### config.mk
export PLATFORM = sky130hd
export DESIGN_NAME = bridge_config_id_and_command
export DESIGN_NICKNAME = d
export VERILOG_FILES = /design/src/include/bridge_cfg_pkg.sv /design/src/logic/bridge_config_id_and_command.sv /design/src/logic/window_decoder.sv /design/src/logic/error_message_gate.sv
export VERILOG_INCLUDE_DIRS = /design/src /design/src/include
export SDC_FILE = /design/constraint.sdc
export NUM_CORES = 1
export LEC_CHECK = 0
export ABC_AREA = 1
export BUFFER_PORTS_ARGS = -buffer_cell sky130_fd_sc_hd__buf_2
export CAP_MARGIN = 15
export CORE_ASPECT_RATIO = 1.4
export CORE_UTILIZATION = 37
export CTS_CLUSTER_SIZE = 10
export DETAILED_ROUTE_END_ITERATION = 16
export GPL_ROUTABILITY_DRIVEN = 0
export PLACE_DENSITY = 0.86
export SYNTH_ARGS = -nofsm -noshare
export SYNTH_HDL_FRONTEND = slang
export SYNTH_SLANG_ARGS = --single-unit
### constraint.sdc
create_clock -name ref_clk -period 1.3 [get_ports ref_clk]
set_clock_uncertainty 0.15 [all_clocks]
set_input_delay 0.26 -clock ref_clk [delete_from_list [all_inputs] [get_ports ref_clk]]
set_output_delay 0.26 -clock ref_clk [all_outputs]
set_load 0.01 [all_outputs]
### src/include/bridge_cfg_defines.svh
// offsets, field positions and reset values of the bridge config block
`ifndef BRIDGE_CFG_DEFINES_SVH
`define BRIDGE_CFG_DEFINES_SVH

// dword offsets of the configuration header slice
`define CFG_OFF_ID 8'h00
`define CFG_OFF_CMD_STS 8'h04
`define CFG_OFF_DWORD_MASK 8'hFC

// command register fields
`define CMD_IO_SPACE_BIT 0
`define CMD_MEMORY_SPACE_BIT 1
`define CMD_BUS_MASTER_BIT 2
`define CMD_SERR_ENABLE_BIT 8
`define CMD_WRITABLE_MASK 16'h0107
`define CMD_RESET_VALUE 16'h0000

// status register fields
`define STS_SERR_SIGNALED_BIT 14
`define STS_HARDWIRED_ONES 16'h00A0
`define STS_RESET_VALUE 16'h00A0

// window field positions
`define MEM_WINDOW_MSB 15
`define MEM_WINDOW_LSB 4
`define IO_WINDOW_MSB 7
`define IO_WINDOW_LSB 4

// number of bridge error conditions routed to the message gate
`define BRIDGE_ERROR_COUNT 4

`endif

### src/include/bridge_cfg_pkg.sv
// types shared by the bridge configuration block
package bridge_cfg_pkg;

    // one configuration cycle from the host
    typedef struct packed {
        logic write;
        logic [7:0] offset;
        logic [3:0] byte_en;
        logic [31:0] wdata;
    } cfg_req_t;

    // one downstream access to be claimed or not
    typedef struct packed {
        logic is_io;
        logic [31:0] addr;
    } access_t;

    // one system-error message to the upstream hub link
    typedef struct packed {
        logic from_bridge;
        logic [1:0] cause;
    } serr_msg_t;

    typedef enum logic [1:0] {
        MSG_IDLE,
        MSG_BRIDGE,
        MSG_HOST
    } msg_state_t;

endpackage

### src/logic/bridge_config_id_and_command.sv
// identification and command registers of the virtual bridge function
`timescale 1ns/1ps
`default_nettype none
`include "bridge_cfg_defines.svh"

module bridge_config_id_and_command #(
    // arbitrary identity values, not of any real part
    parameter logic [15:0] MAKER_CODE = 16'h1A2B,
    parameter logic [15:0] PART_CODE = 16'h3C4D
) (
    input wire logic ref_clk,
    input wire logic rst,
    input wire logic cfg_valid,
    input wire bridge_cfg_pkg::cfg_req_t cfg_req,
    output logic cfg_ack_q,
    output logic [31:0] cfg_rdata_q,
    input wire logic access_valid,
    input wire bridge_cfg_pkg::access_t access,
    output logic mem_claim_q,
    output logic io_claim_q,
    input wire logic [15:0] memory_window_base,
    input wire logic [15:0] memory_window_limit,
    input wire logic [15:0] prefetch_window_base,
    input wire logic [15:0] prefetch_window_limit,
    input wire logic [7:0] io_window_base,
    input wire logic [7:0] io_window_limit,
    input wire logic [3:0] bridge_error_events,
    input wire logic [3:0] bridge_control_error_enables,
    input wire logic host_error_event,
    input wire logic host_system_error_enable,
    output logic serr_msg_valid_q,
    output bridge_cfg_pkg::serr_msg_t serr_msg_q,
    input wire logic serr_msg_ready
);

    logic [15:0] bridge_command_q;
    logic [15:0] bridge_command_d;
    logic system_error_signaled_flag_q;
    logic bridge_sent;
    logic [7:0] dword_offset;
    logic hit_id;
    logic hit_cmd_sts;
    logic cmd_write;
    logic [15:0] cmd_lane_mask;
    logic sts_clear_sse;
    logic [15:0] bridge_status;
    logic [31:0] read_value;
    logic system_error_message_enable;
    logic memory_space_enable;
    logic io_space_enable;
    logic bus_master_enable;

    // address decode of the configuration cycle
    assign dword_offset = cfg_req.offset & `CFG_OFF_DWORD_MASK;
    assign hit_id = (dword_offset == `CFG_OFF_ID);
    assign hit_cmd_sts = (dword_offset == `CFG_OFF_CMD_STS);
    assign cmd_write = cfg_valid && cfg_req.write && hit_cmd_sts;

    // byte lanes 0 and 1 reach the command word
    assign cmd_lane_mask = {{8{cfg_req.byte_en[1]}},
        {8{cfg_req.byte_en[0]}}};

    // lane 3 holds the upper status byte
    assign sts_clear_sse = cmd_write && cfg_req.byte_en[3]
        && cfg_req.wdata[16 + `STS_SERR_SIGNALED_BIT];

    // only enable bits and bus master are stored
    always_comb begin
        bridge_command_d = bridge_command_q;
        if (cmd_write) begin
            bridge_command_d = (bridge_command_q & ~cmd_lane_mask)
                | (cfg_req.wdata[15:0] & cmd_lane_mask);
        end
        // bits 15:9, 7:3 never hold a value
        bridge_command_d = bridge_command_d
            & `CMD_WRITABLE_MASK;
    end

    // command register
    always_ff @(posedge ref_clk or posedge rst) begin
        if (rst) begin
            bridge_command_q <= `CMD_RESET_VALUE;
        end else begin
            bridge_command_q <= bridge_command_d;
        end
    end

    // named views of the live command bits
    assign system_error_message_enable =
        bridge_command_q[`CMD_SERR_ENABLE_BIT];
    assign memory_space_enable =
        bridge_command_q[`CMD_MEMORY_SPACE_BIT];
    assign io_space_enable =
        bridge_command_q[`CMD_IO_SPACE_BIT];
    // readback only, steers nothing
    assign bus_master_enable =
        bridge_command_q[`CMD_BUS_MASTER_BIT];

    // signaled system error flag, set only by bridge messages, a new bridge message wins over the clear
    always_ff @(posedge ref_clk or posedge rst) begin
        if (rst) begin
            system_error_signaled_flag_q <= 1'b0;
        end else if (bridge_sent) begin
            system_error_signaled_flag_q <= 1'b1;
        end else if (sts_clear_sse) begin
            system_error_signaled_flag_q <= 1'b0;
        end
    end

    // status word: hardwired ones plus the sticky flag
    always_comb begin
        bridge_status = `STS_HARDWIRED_ONES;
        bridge_status[`STS_SERR_SIGNALED_BIT] =
            system_error_signaled_flag_q;
    end

    // read data mux, unmapped offsets read zero
    always_comb begin
        read_value = 32'h0000_0000;
        if (hit_id) begin
            read_value = {PART_CODE, MAKER_CODE};
        end else if (hit_cmd_sts) begin
            // bits 9, 7, 6, 4, 3 and reserved bits come back zero
            read_value = {bridge_status,
                bridge_command_q[15:3], bus_master_enable,
                bridge_command_q[1:0]};
        end
    end

    // every cycle is answered one clock later
    always_ff @(posedge ref_clk or posedge rst) begin
        if (rst) begin
            cfg_ack_q <= 1'b0;
        end else begin
            cfg_ack_q <= cfg_valid;
        end
    end

    // read data register, writes to the id dword are dropped
    always_ff @(posedge ref_clk or posedge rst) begin
        if (rst) begin
            cfg_rdata_q <= 32'h0000_0000;
        end else if (cfg_valid && !cfg_req.write) begin
            cfg_rdata_q <= read_value;
        end else if (cfg_valid) begin
            cfg_rdata_q <= 32'h0000_0000;
        end
    end

    // window decode under the space enables
    window_decoder u_window_decoder (
        .ref_clk(ref_clk),
        .rst(rst),
        .access_valid(access_valid),
        .access(access),
        .memory_space_enable(memory_space_enable),
        .io_space_enable(io_space_enable),
        .memory_window_base(memory_window_base),
        .memory_window_limit(memory_window_limit),
        .prefetch_window_base(prefetch_window_base),
        .prefetch_window_limit(prefetch_window_limit),
        .io_window_base(io_window_base),
        .io_window_limit(io_window_limit),
        .mem_claim_q(mem_claim_q),
        .io_claim_q(io_claim_q)
    );

    // error events become hub link messages, no error pin exists
    error_message_gate u_error_message_gate (
        .ref_clk(ref_clk),
        .rst(rst),
        .bridge_error_events(bridge_error_events),
        .bridge_control_error_enables(bridge_control_error_enables),
        .system_error_message_enable(system_error_message_enable),
        .host_error_event(host_error_event),
        .host_system_error_enable(host_system_error_enable),
        .msg_valid_q(serr_msg_valid_q),
        .msg_q(serr_msg_q),
        .msg_ready(serr_msg_ready),
        .bridge_sent_q(bridge_sent)
    );

endmodule // bridge_config_id_and_command
`default_nettype wire

### src/logic/window_decoder.sv
// claims memory and i/o accesses falling into the bridge windows
`timescale 1ns/1ps
`default_nettype none
`include "bridge_cfg_defines.svh"

module window_decoder (
    input wire logic ref_clk,
    input wire logic rst,
    input wire logic access_valid,
    input wire bridge_cfg_pkg::access_t access,
    input wire logic memory_space_enable,
    input wire logic io_space_enable,
    input wire logic [15:0] memory_window_base,
    input wire logic [15:0] memory_window_limit,
    input wire logic [15:0] prefetch_window_base,
    input wire logic [15:0] prefetch_window_limit,
    input wire logic [7:0] io_window_base,
    input wire logic [7:0] io_window_limit,
    output logic mem_claim_q,
    output logic io_claim_q
);

    logic [11:0] mem_tag;
    logic [3:0] io_tag;
    logic in_mem;
    logic in_prefetch;
    logic in_io;

    // compare the upper address bits with each window
    assign mem_tag = access.addr[31:20];
    assign io_tag = access.addr[15:12];
    assign in_mem = (mem_tag >= memory_window_base[15:4])
        && (mem_tag <= memory_window_limit[15:4]);
    assign in_prefetch = (mem_tag >= prefetch_window_base[15:4])
        && (mem_tag <= prefetch_window_limit[15:4]);
    assign in_io = (io_tag >= io_window_base[7:4])
        && (io_tag <= io_window_limit[7:4])
        && (access.addr[31:16] == 16'h0000);

    // memory claim, both windows off when memory space is off
    always_ff @(posedge ref_clk or posedge rst) begin
        if (rst) begin
            mem_claim_q <= 1'b0;
        end else begin
            mem_claim_q <= access_valid && !access.is_io
                && memory_space_enable
                && (in_mem || in_prefetch);
        end
    end

    // i/o claim, nothing claimed when i/o space is off
    always_ff @(posedge ref_clk or posedge rst) begin
        if (rst) begin
            io_claim_q <= 1'b0;
        end else begin
            io_claim_q <= access_valid && access.is_io
                && io_space_enable && in_io;
        end
    end

endmodule // window_decoder
`default_nettype wire

### src/logic/error_message_gate.sv
// turns enabled error events into system-error messages
`timescale 1ns/1ps
`default_nettype none
`include "bridge_cfg_defines.svh"

module error_message_gate (
    input wire logic ref_clk,
    input wire logic rst,
    input wire logic [3:0] bridge_error_events,
    input wire logic [3:0] bridge_control_error_enables,
    input wire logic system_error_message_enable,
    input wire logic host_error_event,
    input wire logic host_system_error_enable,
    output logic msg_valid_q,
    output bridge_cfg_pkg::serr_msg_t msg_q,
    input wire logic msg_ready,
    output logic bridge_sent_q
);

    logic [3:0] pending_q;
    logic [3:0] take;
    logic host_pending_q;
    logic launch_bridge;
    logic launch_host;
    logic [1:0] pick;

    // lowest pending condition goes first
    always_comb begin
        pick = 2'h0;
        for (int i = 3; i >= 0; i--) begin
            if (pending_q[i]) begin
                pick = i[1:0];
            end
        end
    end

    // nothing launches once its own enable is low, even if still pending
    assign launch_bridge = (!msg_valid_q || msg_ready)
        && system_error_message_enable && |pending_q;
    assign launch_host = (!msg_valid_q || msg_ready) && !launch_bridge
        && host_system_error_enable && host_pending_q;

    // one pending bit per bridge condition, set wins over the take clear, a low enable clears over set
    genvar g;
    generate
        for (g = 0; g < 4; g++) begin : g_cond
            assign take[g] = launch_bridge && (pick == g);
            always_ff @(posedge ref_clk or posedge rst) begin
                if (rst) begin
                    pending_q[g] <= 1'b0;
                end else if (!system_error_message_enable) begin
                    pending_q[g] <= 1'b0;
                end else if (bridge_error_events[g]
                    && bridge_control_error_enables[g]) begin
                    pending_q[g] <= 1'b1;
                end else if (take[g]) begin
                    pending_q[g] <= 1'b0;
                end
            end
        end
    endgenerate

    // host-bridge errors use their own enable only
    always_ff @(posedge ref_clk or posedge rst) begin
        if (rst) begin
            host_pending_q <= 1'b0;
        end else if (!host_system_error_enable) begin
            host_pending_q <= 1'b0;
        end else if (host_error_event) begin
            host_pending_q <= 1'b1;
        end else if (launch_host) begin
            host_pending_q <= 1'b0;
        end
    end

    // message register held until the hub link takes it
    always_ff @(posedge ref_clk or posedge rst) begin
        if (rst) begin
            msg_valid_q <= 1'b0;
            msg_q <= '0;
            bridge_sent_q <= 1'b0;
        end else begin
            bridge_sent_q <= launch_bridge;
            if (launch_bridge) begin
                msg_valid_q <= 1'b1;
                msg_q <= '{from_bridge: 1'b1, cause: pick};
            end else if (launch_host) begin
                msg_valid_q <= 1'b1;
                msg_q <= '{from_bridge: 1'b0, cause: 2'h0};
            end else if (msg_ready) begin
                msg_valid_q <= 1'b0;
            end
        end
    end

endmodule // error_message_gate
`default_nettype wire

==> results_dict.tcl, run 1 <==
set metrics [dict create \
    postSynthCellCount 393 \
    cts-buffers-inserted 3 \
    largest_net_degree_at_the_start_of_global_routing 26 \
    critical_path_peak_fanout 4 \
    wirelength_um 8140 \
    fin_nets 771 \
    unrepaired_setup_endpoints_after_global_routing "true" \
    layout_commonest_cell "sky130_fd_sc_hd__buf_2" \
    grt_util_all_layers 0.196 \
    grt_overflow 0 \
    r2r_cells 9 \
    placeableCoreArea_um2 7070 \
    fmaxAchievable_mhz 707 \
    finalWorstSetupSlack_ns -0.114 \
    drt.antenna.violating_nets 0 \
    timing_worst_setup_path_type "register to register" \
    io_buffer_count 133 \
    drt-vias-per-instance 4.70 \
    sequential_share_of_power 0.335 \
    clk_pin_slew_worst_paths_ns 0.09 \
    drt_iter0_drc 96 \
    cts.sinks 25 \
    synth.area.top_cells "sky130_fd_sc_hd__ha_1 26%, sky130_fd_sc_hd__dfrtp_1 23%, sky130_fd_sc_hd__inv_1 13%" \
    proportion_of_power_drawn_by_the_clock_network 0.163 \
    clock-root-buffer "sky130_fd_sc_hd__clkbuf_8" \
    synth_top_area_cell "sky130_fd_sc_hd__ha_1" \
    num_vias 2989 \
    reg2reg_slack_ns -0.11 \
    violations "negative setup slack" \
    hpwl_um 6250 \
    placed_cells_incl_taps 628 \
    yosys_warnings 0 \
    power.density_nw_per_um2 655 \
    antenna_found_initial 0 \
    floorplan.rows 36 \
    p_sw_frac 0.364 \
    timing.final.crit_share 1.09 \
    timing.hold.worst.class "input pin to register" \
    clock_tree.buffer_depth 2 \
    stdcell_count 636 \
    timing.critical_path.to "u_error_message_gate.pending_q[3]$_DFFE_PP0P_" \
    initial_core_util 0.387 \
    internal_power_mw 1.76 \
    post_drt_wl_per_cell_um 12.8 \
    setup.worst_path.start "u_error_message_gate.pending_q[1]$_DFFE_PP0P_" \
    timing.rr.end "u_error_message_gate.pending_q[3]$_DFFE_PP0P_" \
    required_ns 1.30 \
    total_power_mw 2.77 \
    comb_power_share 0.501 \
    synthDominantCellAreaShare 0.256 \
    n_antenna_cell 0 \
    outcome "finished, violations left" \
    finalSetupViolations 18 \
    slew_viol_final 0 \
    post_route_cells_drive_above_1_share 0.460 \
    fp.dieArea_um2 7750 \
    post-route-util 0.598 \
    floorplan.die.height_um 104 \
    data_arrival_time_of_the_worst_path_ns 1.42 \
    die-width_um 74.7 \
    syn_avg_cell_area_um2 6.97 \
    cp-start-kind "register" \
    finalHoldViolations 0 \
    grt_pass1_wl_um 12100 \
    post-route-drc-count 0 \
    insertion_delay_to_the_later_sink_of_the_worst_skew_pair_ns 0.26 \
    net_switching_mw 1.01 \
    max_cap_viol_count 0 \
    mostFrequentLayoutCells "119 x sky130_fd_sc_hd__buf_2, 80 x sky130_fd_sc_hd__nand2_1, 78 x sky130_fd_sc_hd__inv_1" \
    syn-cell-area_um2 2740 \
    first_global_vias 2893 \
    cts_tree "done" \
    drtPass1Iterations 4 \
    fin_crit_ns 1.41 \
    fillers 606 \
    netlist-cell-type-count 23 \
    ys_seq_elements 25 \
    cts_max_level 1 \
    critical_path.reg2reg.startpoint "u_error_message_gate.pending_q[1]$_DFFE_PP0P_" \
    vdd.ir_drop.worst_mv 0.343 \
    synth.yosys.seq_area_share 0.229 \
    p_leak_nw 2.42 \
    synthToLayoutAreaGrowth_pct 54.5 \
    crit_path_end_kind "register" \
    io_pins 212 \
]
[synthesized netlist by cell type, drive strengths merged]
library cell,instances
o21ai,15
inv,96
buf,25
nand2,94
nor3,3
ha,56
conb,1
and2,1
a21oi,25
o211ai,1
a32oi,1
nor4,3
nand4,5
a21o,2
nand3,9
nor3b,2
nor2,24
dfrtp,25
o21bai,4
or2,1
[repair_timing]
item,4_1_cts,5_1_grt
endpoints found under the hold margin,26,0
gates resized for setup,43,75
hold buffers,2,0
endpoints found under the setup margin,21,28
buffers inserted,0,2
pin swaps,13,35
[worst min path at each step]
| stage | startpoint | cells after the start | slack [ns] | end |
|---|---|---|---|---|
| 3_5_place_dp | rst | 3 | 0.18 | cfg_ack_q$_DFF_PP0_ |
| 2_1_floorplan | rst | 1 | 0.14 | async pin |
| 5_1_grt | host_error_event | 3 | 0.05 | u_error_message_gate.host_pending_q$_DFFE_PP0P_ |
| 4_1_cts | host_error_event | 3 | 0.04 | u_error_message_gate.host_pending_q$_DFFE_PP0P_ |
| 6_report | host_error_event | 3 | 0.04 | u_error_message_gate.host_pending_q$_DFFE_PP0P_ |
| 3_3_place_gp | rst | 3 | 0.17 | cfg_ack_q$_DFF_PP0_ |
[power groups by stage]
stage                     Sequential (mW)  Combinational (mW)  Clock (mW)
final                               0.929                1.39       0.452
after global routing                0.940                1.56       0.500
after CTS                           0.923                1.16       0.461
after detailed placement            0.935                1.06           0
after global placement              0.932                1.01           0
after floorplan                     0.959               0.555           0
[worst max-delay path, stage by stage, from the launching register on]
cell                      delay, ns
sky130_fd_sc_hd__dfrtp_1       0.39
sky130_fd_sc_hd__nor2_2        0.06
sky130_fd_sc_hd__nand2_1       0.07
sky130_fd_sc_hd__nand2_2       0.07
sky130_fd_sc_hd__nor2_4        0.15
sky130_fd_sc_hd__inv_2         0.07
sky130_fd_sc_hd__nor2_4        0.12
sky130_fd_sc_hd__nand2_1       0.07
sky130_fd_sc_hd__nand2_1       0.08
sky130_fd_sc_hd__a21oi_1       0.06
[per-layer routing]
layer	GRT usage	vias up	routed length [um]
met4	0.0768	0	275
met1	0.205	1342	3010
met5	0	-	0
met3	0.0156	21	415
li1	-	1490	-
met2	0.379	136	4440
[metrics by stage]
stage	area, um2	worst slack, ns	hold WS (ns)	setup TNS [ns]
after CTS	3880	-0.0282	0.0447	-0.379
after floorplan	2830	-0.0416	0.137	-0.156
after detailed placement	3590	-0.357	0.176	-2.92
after global placement	3590	-0.302	0.166	-2.56
after global routing	4230	-0.192	0.0470	-1.98
final	4230	-0.114	0.0442	-0.418
[final cells by class]
type	instances	area, um2	share of cell area
multi-input combinational	258	2110	0.499
timing repair buffer	158	961	0.227
sequential	25	627	0.148
inverter	96	365	0.0864
tap	95	119	0.0281
clock buffer	3	41.3	0.00976
clock inverter	1	5.00	0.00118
[cell families after synthesis]
logic type,after synthesis,share of synthesized area
and+or+nand+nor,142,0.218
buffers and inverters,121,0.200
adders and majority gates,56,0.256
AOI/OAI and AO/OA,48,0.0955
DFF,25,0.229
other,1,0.00137
(Power assumes the default switching activity.)
==> run 2: changes to the inputs <==
--- a/config.mk
+++ b/config.mk
@@ -8,13 +8,12 @@
 export LEC_CHECK = 0
 export ABC_AREA = 1
 export BUFFER_PORTS_ARGS = -buffer_cell sky130_fd_sc_hd__buf_2
-export CAP_MARGIN = 15
 export CORE_ASPECT_RATIO = 1.4
-export CORE_UTILIZATION = 37
+export CORE_UTILIZATION = 40
 export CTS_CLUSTER_SIZE = 10
 export DETAILED_ROUTE_END_ITERATION = 16
 export GPL_ROUTABILITY_DRIVEN = 0
-export PLACE_DENSITY = 0.86
+export PLACE_DENSITY = 0.88
 export SYNTH_ARGS = -nofsm -noshare
 export SYNTH_HDL_FRONTEND = slang
 export SYNTH_SLANG_ARGS = --single-unit
==> constraint.sdc (replaced) <==
create_clock -name ref_clk -period 1.82 [get_ports ref_clk]
set_clock_uncertainty 0.15 [all_clocks]
set_input_delay 0.364 -clock ref_clk [delete_from_list [all_inputs] [get_ports ref_clk]]
set_output_delay 0.364 -clock ref_clk [all_outputs]
set_load 0.01 [all_outputs]
==> results_dict.tcl, run 2 (synthesized netlist as in run 1, its figures left out) <==
set metrics [dict create \
    hold_path.startpoint "cfg_valid" \
    unrepaired_setup_endpoints_after_global_routing "false" \
    power.density_nw_per_um2 475 \
    cts_resized 0 \
    post_cts.repair.setup_buffers 0 \
    layout_commonest_cell "sky130_fd_sc_hd__buf_2" \
    stdcell_count 613 \
    p_leak_nw 2.28 \
    n_antenna_cell 0 \
    floorplan.rows 35 \
    setup.worst_path.start "u_error_message_gate.pending_q[1]$_DFFE_PP0P_" \
    fmaxAchievable_mhz 650 \
    critical_path_peak_fanout 4 \
    fin_crit_ns 1.54 \
    slew_viol_final 0 \
    post_drt_wl_per_cell_um 11.0 \
    io_buffer_count 133 \
    wirelength_um 6760 \
    insertion_delay_to_the_later_sink_of_the_worst_skew_pair_ns 0.27 \
    critical_path.cell_chain "nor2_1 -> nand2_1 -> nand2_1 -> nor2_1 -> inv_1 -> nor2_1 -> inv_1 -> nand2_1 -> a21oi_1" \
    first_global_vias 2664 \
    synthToLayoutAreaGrowth_pct 26.4 \
    cts_tree "done" \
    io_pins 212 \
    critical_path.reg2reg.startpoint "u_error_message_gate.pending_q[1]$_DFFE_PP0P_" \
    required_ns 1.83 \
    clock_tree.buffer_depth 2 \
    cts_max_level 1 \
    grt_overflow 0 \
    placeableCoreArea_um2 6610 \
    clk_pin_slew_worst_paths_ns 0.09 \
    grt_pass1_wl_um 10800 \
    largest_net_degree_at_the_start_of_global_routing 26 \
    cts.sinks 25 \
    finalSetupViolations 0 \
    placed_cells_incl_taps 608 \
    fin_nets 751 \
    max_cap_viol_count 0 \
    mostFrequentLayoutCells "133 x sky130_fd_sc_hd__buf_2, 96 x sky130_fd_sc_hd__inv_1, 94 x sky130_fd_sc_hd__nand2_1" \
    initial_core_util 0.414 \
    antenna_found_initial 0 \
    crit_path_end_kind "register" \
    timing_worst_setup_path_type "register to register" \
    drtPass1Iterations 4 \
    fp.dieArea_um2 7180 \
    data_arrival_time_of_the_worst_path_ns 1.55 \
    finalHoldViolations 0 \
    cp-start-kind "register" \
    clock-root-buffer "sky130_fd_sc_hd__clkbuf_8" \
    timing.hold.worst.class "input pin to register" \
    post_route_cells_drive_above_1_share 0.276 \
    drt-vias-per-instance 4.60 \
    die-width_um 71.9 \
    dp_slack_ns 0.0317 \
    floorplan.die.height_um 99.9 \
    drt.antenna.violating_nets 0 \
    drt_iter0_drc 87 \
    slowest_delay_ns 0.39 \
    num_vias 2820 \
    timing.final.crit_share 0.845 \
    post-route-drc-count 0 \
    slowest_stage "sky130_fd_sc_hd__dfrtp_1" \
    outcome "complete, no violations" \
    finalWorstSetupSlack_ns 0.282 \
    grt_util_all_layers 0.189 \
    hpwl_um 6010 \
    vdd.ir_drop.worst_mv 0.267 \
    cts-buffers-inserted 3 \
    tns_ns 0 \
]
-- run 2: changes by cell type in the layout (fill, tap and decap cells not counted), moves of 11 or more --
cell,before,now
sky130_fd_sc_hd__ha_1,28,56
sky130_fd_sc_hd__ha_4,28,0
sky130_fd_sc_hd__buf_4,23,4
sky130_fd_sc_hd__inv_1,78,96
sky130_fd_sc_hd__inv_2,16,0
sky130_fd_sc_hd__buf_2,119,133
sky130_fd_sc_hd__nand2_1,80,94
sky130_fd_sc_hd__nand2_2,14,0
sky130_fd_sc_hd__nor2_1,12,23
-- run 2: critical path: cells and delay by family (launching register included) --
kind | cells | cell delay (ns)
and+or+nand+nor | 6 | 0.64
DFF | 1 | 0.39
buffers and inverters | 2 | 0.19
AOI/OAI and AO/OA | 1 | 0.06
-- run 2: report_power, final --
part | switching (mW) | total, mW | internal, mW
registers | 0.0425 | 0.668 | 0.626
logic | 0.361 | 0.648 | 0.286
clock network | 0.175 | 0.330 | 0.155
-- run 2: worst paths after layout --
check / depth (start not counted) / end / slack [ns]
worst max-delay path: 9 / u_error_message_gate.pending_q[1]$_DFFE_PP0P_ / 0.28
worst min-delay path: 1 / cfg_ack_q$_DFF_PP0_ / 0.1
worst max register to register: 9 / u_error_message_gate.pending_q[1]$_DFFE_PP0P_ / 0.28
worst min register to register: 2 / cfg_rdata_q[2]$_DFFE_PP0P_ / 0.35
max in group asynchronous: 4 / cfg_rdata_q[29]$_DFFE_PP0P_ / 0.74
min in group asynchronous: 4 / u_error_message_gate.pending_q[3]$_DFFE_PP0P_ / 0.54
-- run 2: routing by layer --
metal	part of all wire	vias up	global-route usage
met1	0.40	1232	0.200
met4	0.037	0	0.0935
met3	0.052	22	0.0151
met2	0.51	124	0.365
li1	-	1442	-
met5	0	-	0
-- run 2: timing repair --
item / in CTS / in global routing
hold buffers: 1 / 0
endpoints found under the setup margin: 0 / 0
endpoints found under the hold margin: 25 / 0
-- run 2: per-stage QoR --
step	power, mW	instance area [um2]	util	hold slack (ns)
floorplan	1.07	2780	-	0.241
global placement	1.28	3400	0.514	0.266
detailed placement	1.32	3400	0.514	0.271
CTS	1.66	3460	0.523	0.0936
global route	1.79	3460	0.523	0.0949
finish	1.65	3460	0.523	0.0973
-- run 2: cell type report --
type	instances	area [um2]
Multi-Input combinational cell	258	1610
Sequential cell	25	626
Inverter	96	360
Clock buffer	3	41.3
Timing Repair Buffer	138	706
Fill cell	632	3150
Tap cell	92	115
Clock inverter	1	7.51
==> run 3: changes to the inputs <==
--- a/config.mk
+++ b/config.mk
@@ -9,11 +9,11 @@
 export ABC_AREA = 1
 export BUFFER_PORTS_ARGS = -buffer_cell sky130_fd_sc_hd__buf_2
 export CORE_ASPECT_RATIO = 1.4
-export CORE_UTILIZATION = 40
+export CORE_UTILIZATION = 37
 export CTS_CLUSTER_SIZE = 10
 export DETAILED_ROUTE_END_ITERATION = 16
 export GPL_ROUTABILITY_DRIVEN = 0
-export PLACE_DENSITY = 0.88
+export PLACE_DENSITY = 0.86
 export SYNTH_ARGS = -nofsm -noshare
 export SYNTH_HDL_FRONTEND = slang
 export SYNTH_SLANG_ARGS = --single-unit
==> constraint.sdc (replaced) <==
create_clock -name ref_clk -period 1.35 [get_ports ref_clk]
set_clock_uncertainty 0.15 [all_clocks]
set_input_delay 0.27 -clock ref_clk [delete_from_list [all_inputs] [get_ports ref_clk]]
set_output_delay 0.27 -clock ref_clk [all_outputs]
set_load 0.01 [all_outputs]
==> results_dict.tcl, run 3 (synthesized netlist as in run 1, its figures left out) <==
set metrics [dict create \
    synthToLayoutAreaGrowth_pct 56.5 \
    crit_path_end_kind "primary output" \
    setup.worst_path.start "cfg_rdata_q[29]$_DFFE_PP0P_" \
    post-route-util 0.606 \
    cts_max_level 1 \
    first_global_vias 2815 \
    timing.final.crit_share 1.02 \
    insertion_delay_to_the_later_sink_of_the_worst_skew_pair_ns 0.27 \
    grt_pass1_wl_um 11400 \
    max_cap_viol_count 0 \
    drt-vias-per-instance 4.63 \
    multi_input_area_um2 2080 \
    timing_worst_setup_path_type "register to primary output" \
    wirelength_um 8080 \
    cts-buffers-inserted 3 \
    n_antenna_cell 0 \
    floorplan.rows 36 \
    post_drt_wl_per_cell_um 12.6 \
    finalSetupViolations 15 \
    vdd.ir_drop.worst_mv 0.373 \
    fin_crit_ns 1.38 \
    cp-start-kind "register" \
    data_arrival_time_of_the_worst_path_ns 0.96 \
    clock-root-buffer "sky130_fd_sc_hd__clkbuf_8" \
    finalWorstSetupSlack_ns -0.0281 \
    io_pins 212 \
    critical_path_peak_fanout 7 \
    postLayoutCellArea_um2 4280 \
    io_buffer_count 133 \
    slowest_delay_ns 0.42 \
    slew_viol_final 0 \
    violations "negative setup slack" \
    fmaxAchievable_mhz 726 \
    cts.sinks 25 \
    seq_area_um2 627 \
    post-route-drc-count 0 \
    outcome "finished, violations left" \
    num_vias 2968 \
    timing.hold.worst.class "input pin to register" \
    grt_util_all_layers 0.184 \
    p_leak_nw 2.46 \
    clk_pin_slew_worst_paths_ns 0.08 \
    hpwl_um 5910 \
    finalHoldViolations 0 \
    critical_path.cell_chain "buf_6 -> buf_2" \
    initial_core_util 0.387 \
    largest_net_degree_at_the_start_of_global_routing 26 \
    layout_commonest_cell "sky130_fd_sc_hd__buf_2" \
    hold_path.startpoint "cfg_req[1]" \
    drt.antenna.violating_nets 0 \
    stdcell_count 641 \
    cts_tree "done" \
    die-width_um 74.7 \
    floorplan.die.height_um 104 \
    placeableCoreArea_um2 7070 \
    post_route_cells_drive_above_1_share 0.447 \
    drtPass1Iterations 4 \
    slowest_stage "sky130_fd_sc_hd__dfrtp_2" \
    grt_overflow 0 \
    antenna_found_initial 0 \
    clock_tree.buffer_depth 2 \
    fin_nets 776 \
    reg2reg_slack_ns -0.02 \
    fp.dieArea_um2 7750 \
    fillers 613 \
    mostFrequentLayoutCells "111 x sky130_fd_sc_hd__buf_2, 84 x sky130_fd_sc_hd__nand2_1, 81 x sky130_fd_sc_hd__inv_1" \
    critical_path.reg2reg.startpoint "u_error_message_gate.pending_q[3]$_DFFE_PP0P_" \
    dp_slack_ns -0.347 \
    postPlaceCellArea_um2 3590 \
    required_ns 0.93 \
    placed_cells_incl_taps 628 \
    power.density_nw_per_um2 625 \
    drt_iter0_drc 96 \
    unrepaired_setup_endpoints_after_global_routing "true" \
]
-- run 3: layer usage --
metal  global-route usage  vias to the layer above  share of wire
li1                     -                     1494              -
met1                0.192                     1340           0.37
met3               0.0156                       14          0.044
met2                0.367                      120           0.56
met5                    0                        -              0
met4               0.0526                        0          0.023
-- run 3: path summary, 6_finish.rpt --
check | to | cells past startpoint
worst max-delay path | cfg_rdata_q[9] | 2
worst max register to register | u_error_message_gate.pending_q[1]$_DFFE_PP0P_ | 8
max in group asynchronous | cfg_rdata_q[29]$_DFFE_PP0P_ | 4
min in group asynchronous | cfg_rdata_q[8]$_DFFE_PP0P_ | 4
worst min-delay path | register | 3
worst min register to register | system_error_signaled_flag_q$_DFFE_PP0P_ | 1
-- run 3: worst max-delay path: cells and delay by family, from the launching register on --
kind,cells,cell delay (ns)
buf+inv,2,0.27
flops,1,0.42
-- run 3: timing repair --
item,4_1_cts,5_1_grt
buffers inserted,2,5
gates resized for setup,22,104
endpoints found under the setup margin,19,28
pin swaps,8,37
hold endpoints to repair,26,0
hold buffers,2,0
-- run 3: cell type report --
type / count / share of cell area
Timing Repair Buffer: 163 / 0.245
Inverter: 96 / 0.0847
Sequential cell: 25 / 0.146
Tap cell: 95 / 0.0277
Clock buffer: 3 / 0.00964
Multi-Input combinational cell: 258 / 0.486
Clock inverter: 1 / 0.00117
-- run 3: report_power, final --
| part | internal [mW] | switching [mW] | total (mW) |
|---|---|---|---|
| registers | 0.843 | 0.0498 | 0.893 |
| clock network | 0.206 | 0.233 | 0.439 |
| logic | 0.661 | 0.686 | 1.35 |
| total | 1.71 | 0.969 | 2.68 |
-- run 3: through the flow --
| step | total power [mW] | TNS (ns) | hold slack (ns) |
|---|---|---|---|
| after floorplan | 1.46 | -0.00156 | 0.147 |
| after global placement | 1.85 | -2.13 | 0.175 |
| after detailed placement | 1.91 | -2.53 | 0.190 |
| after CTS | 2.44 | -0.0180 | 0.0566 |
| after global routing | 2.88 | -0.946 | 0.0849 |
| final | 2.68 | -0.242 | 0.0627 |
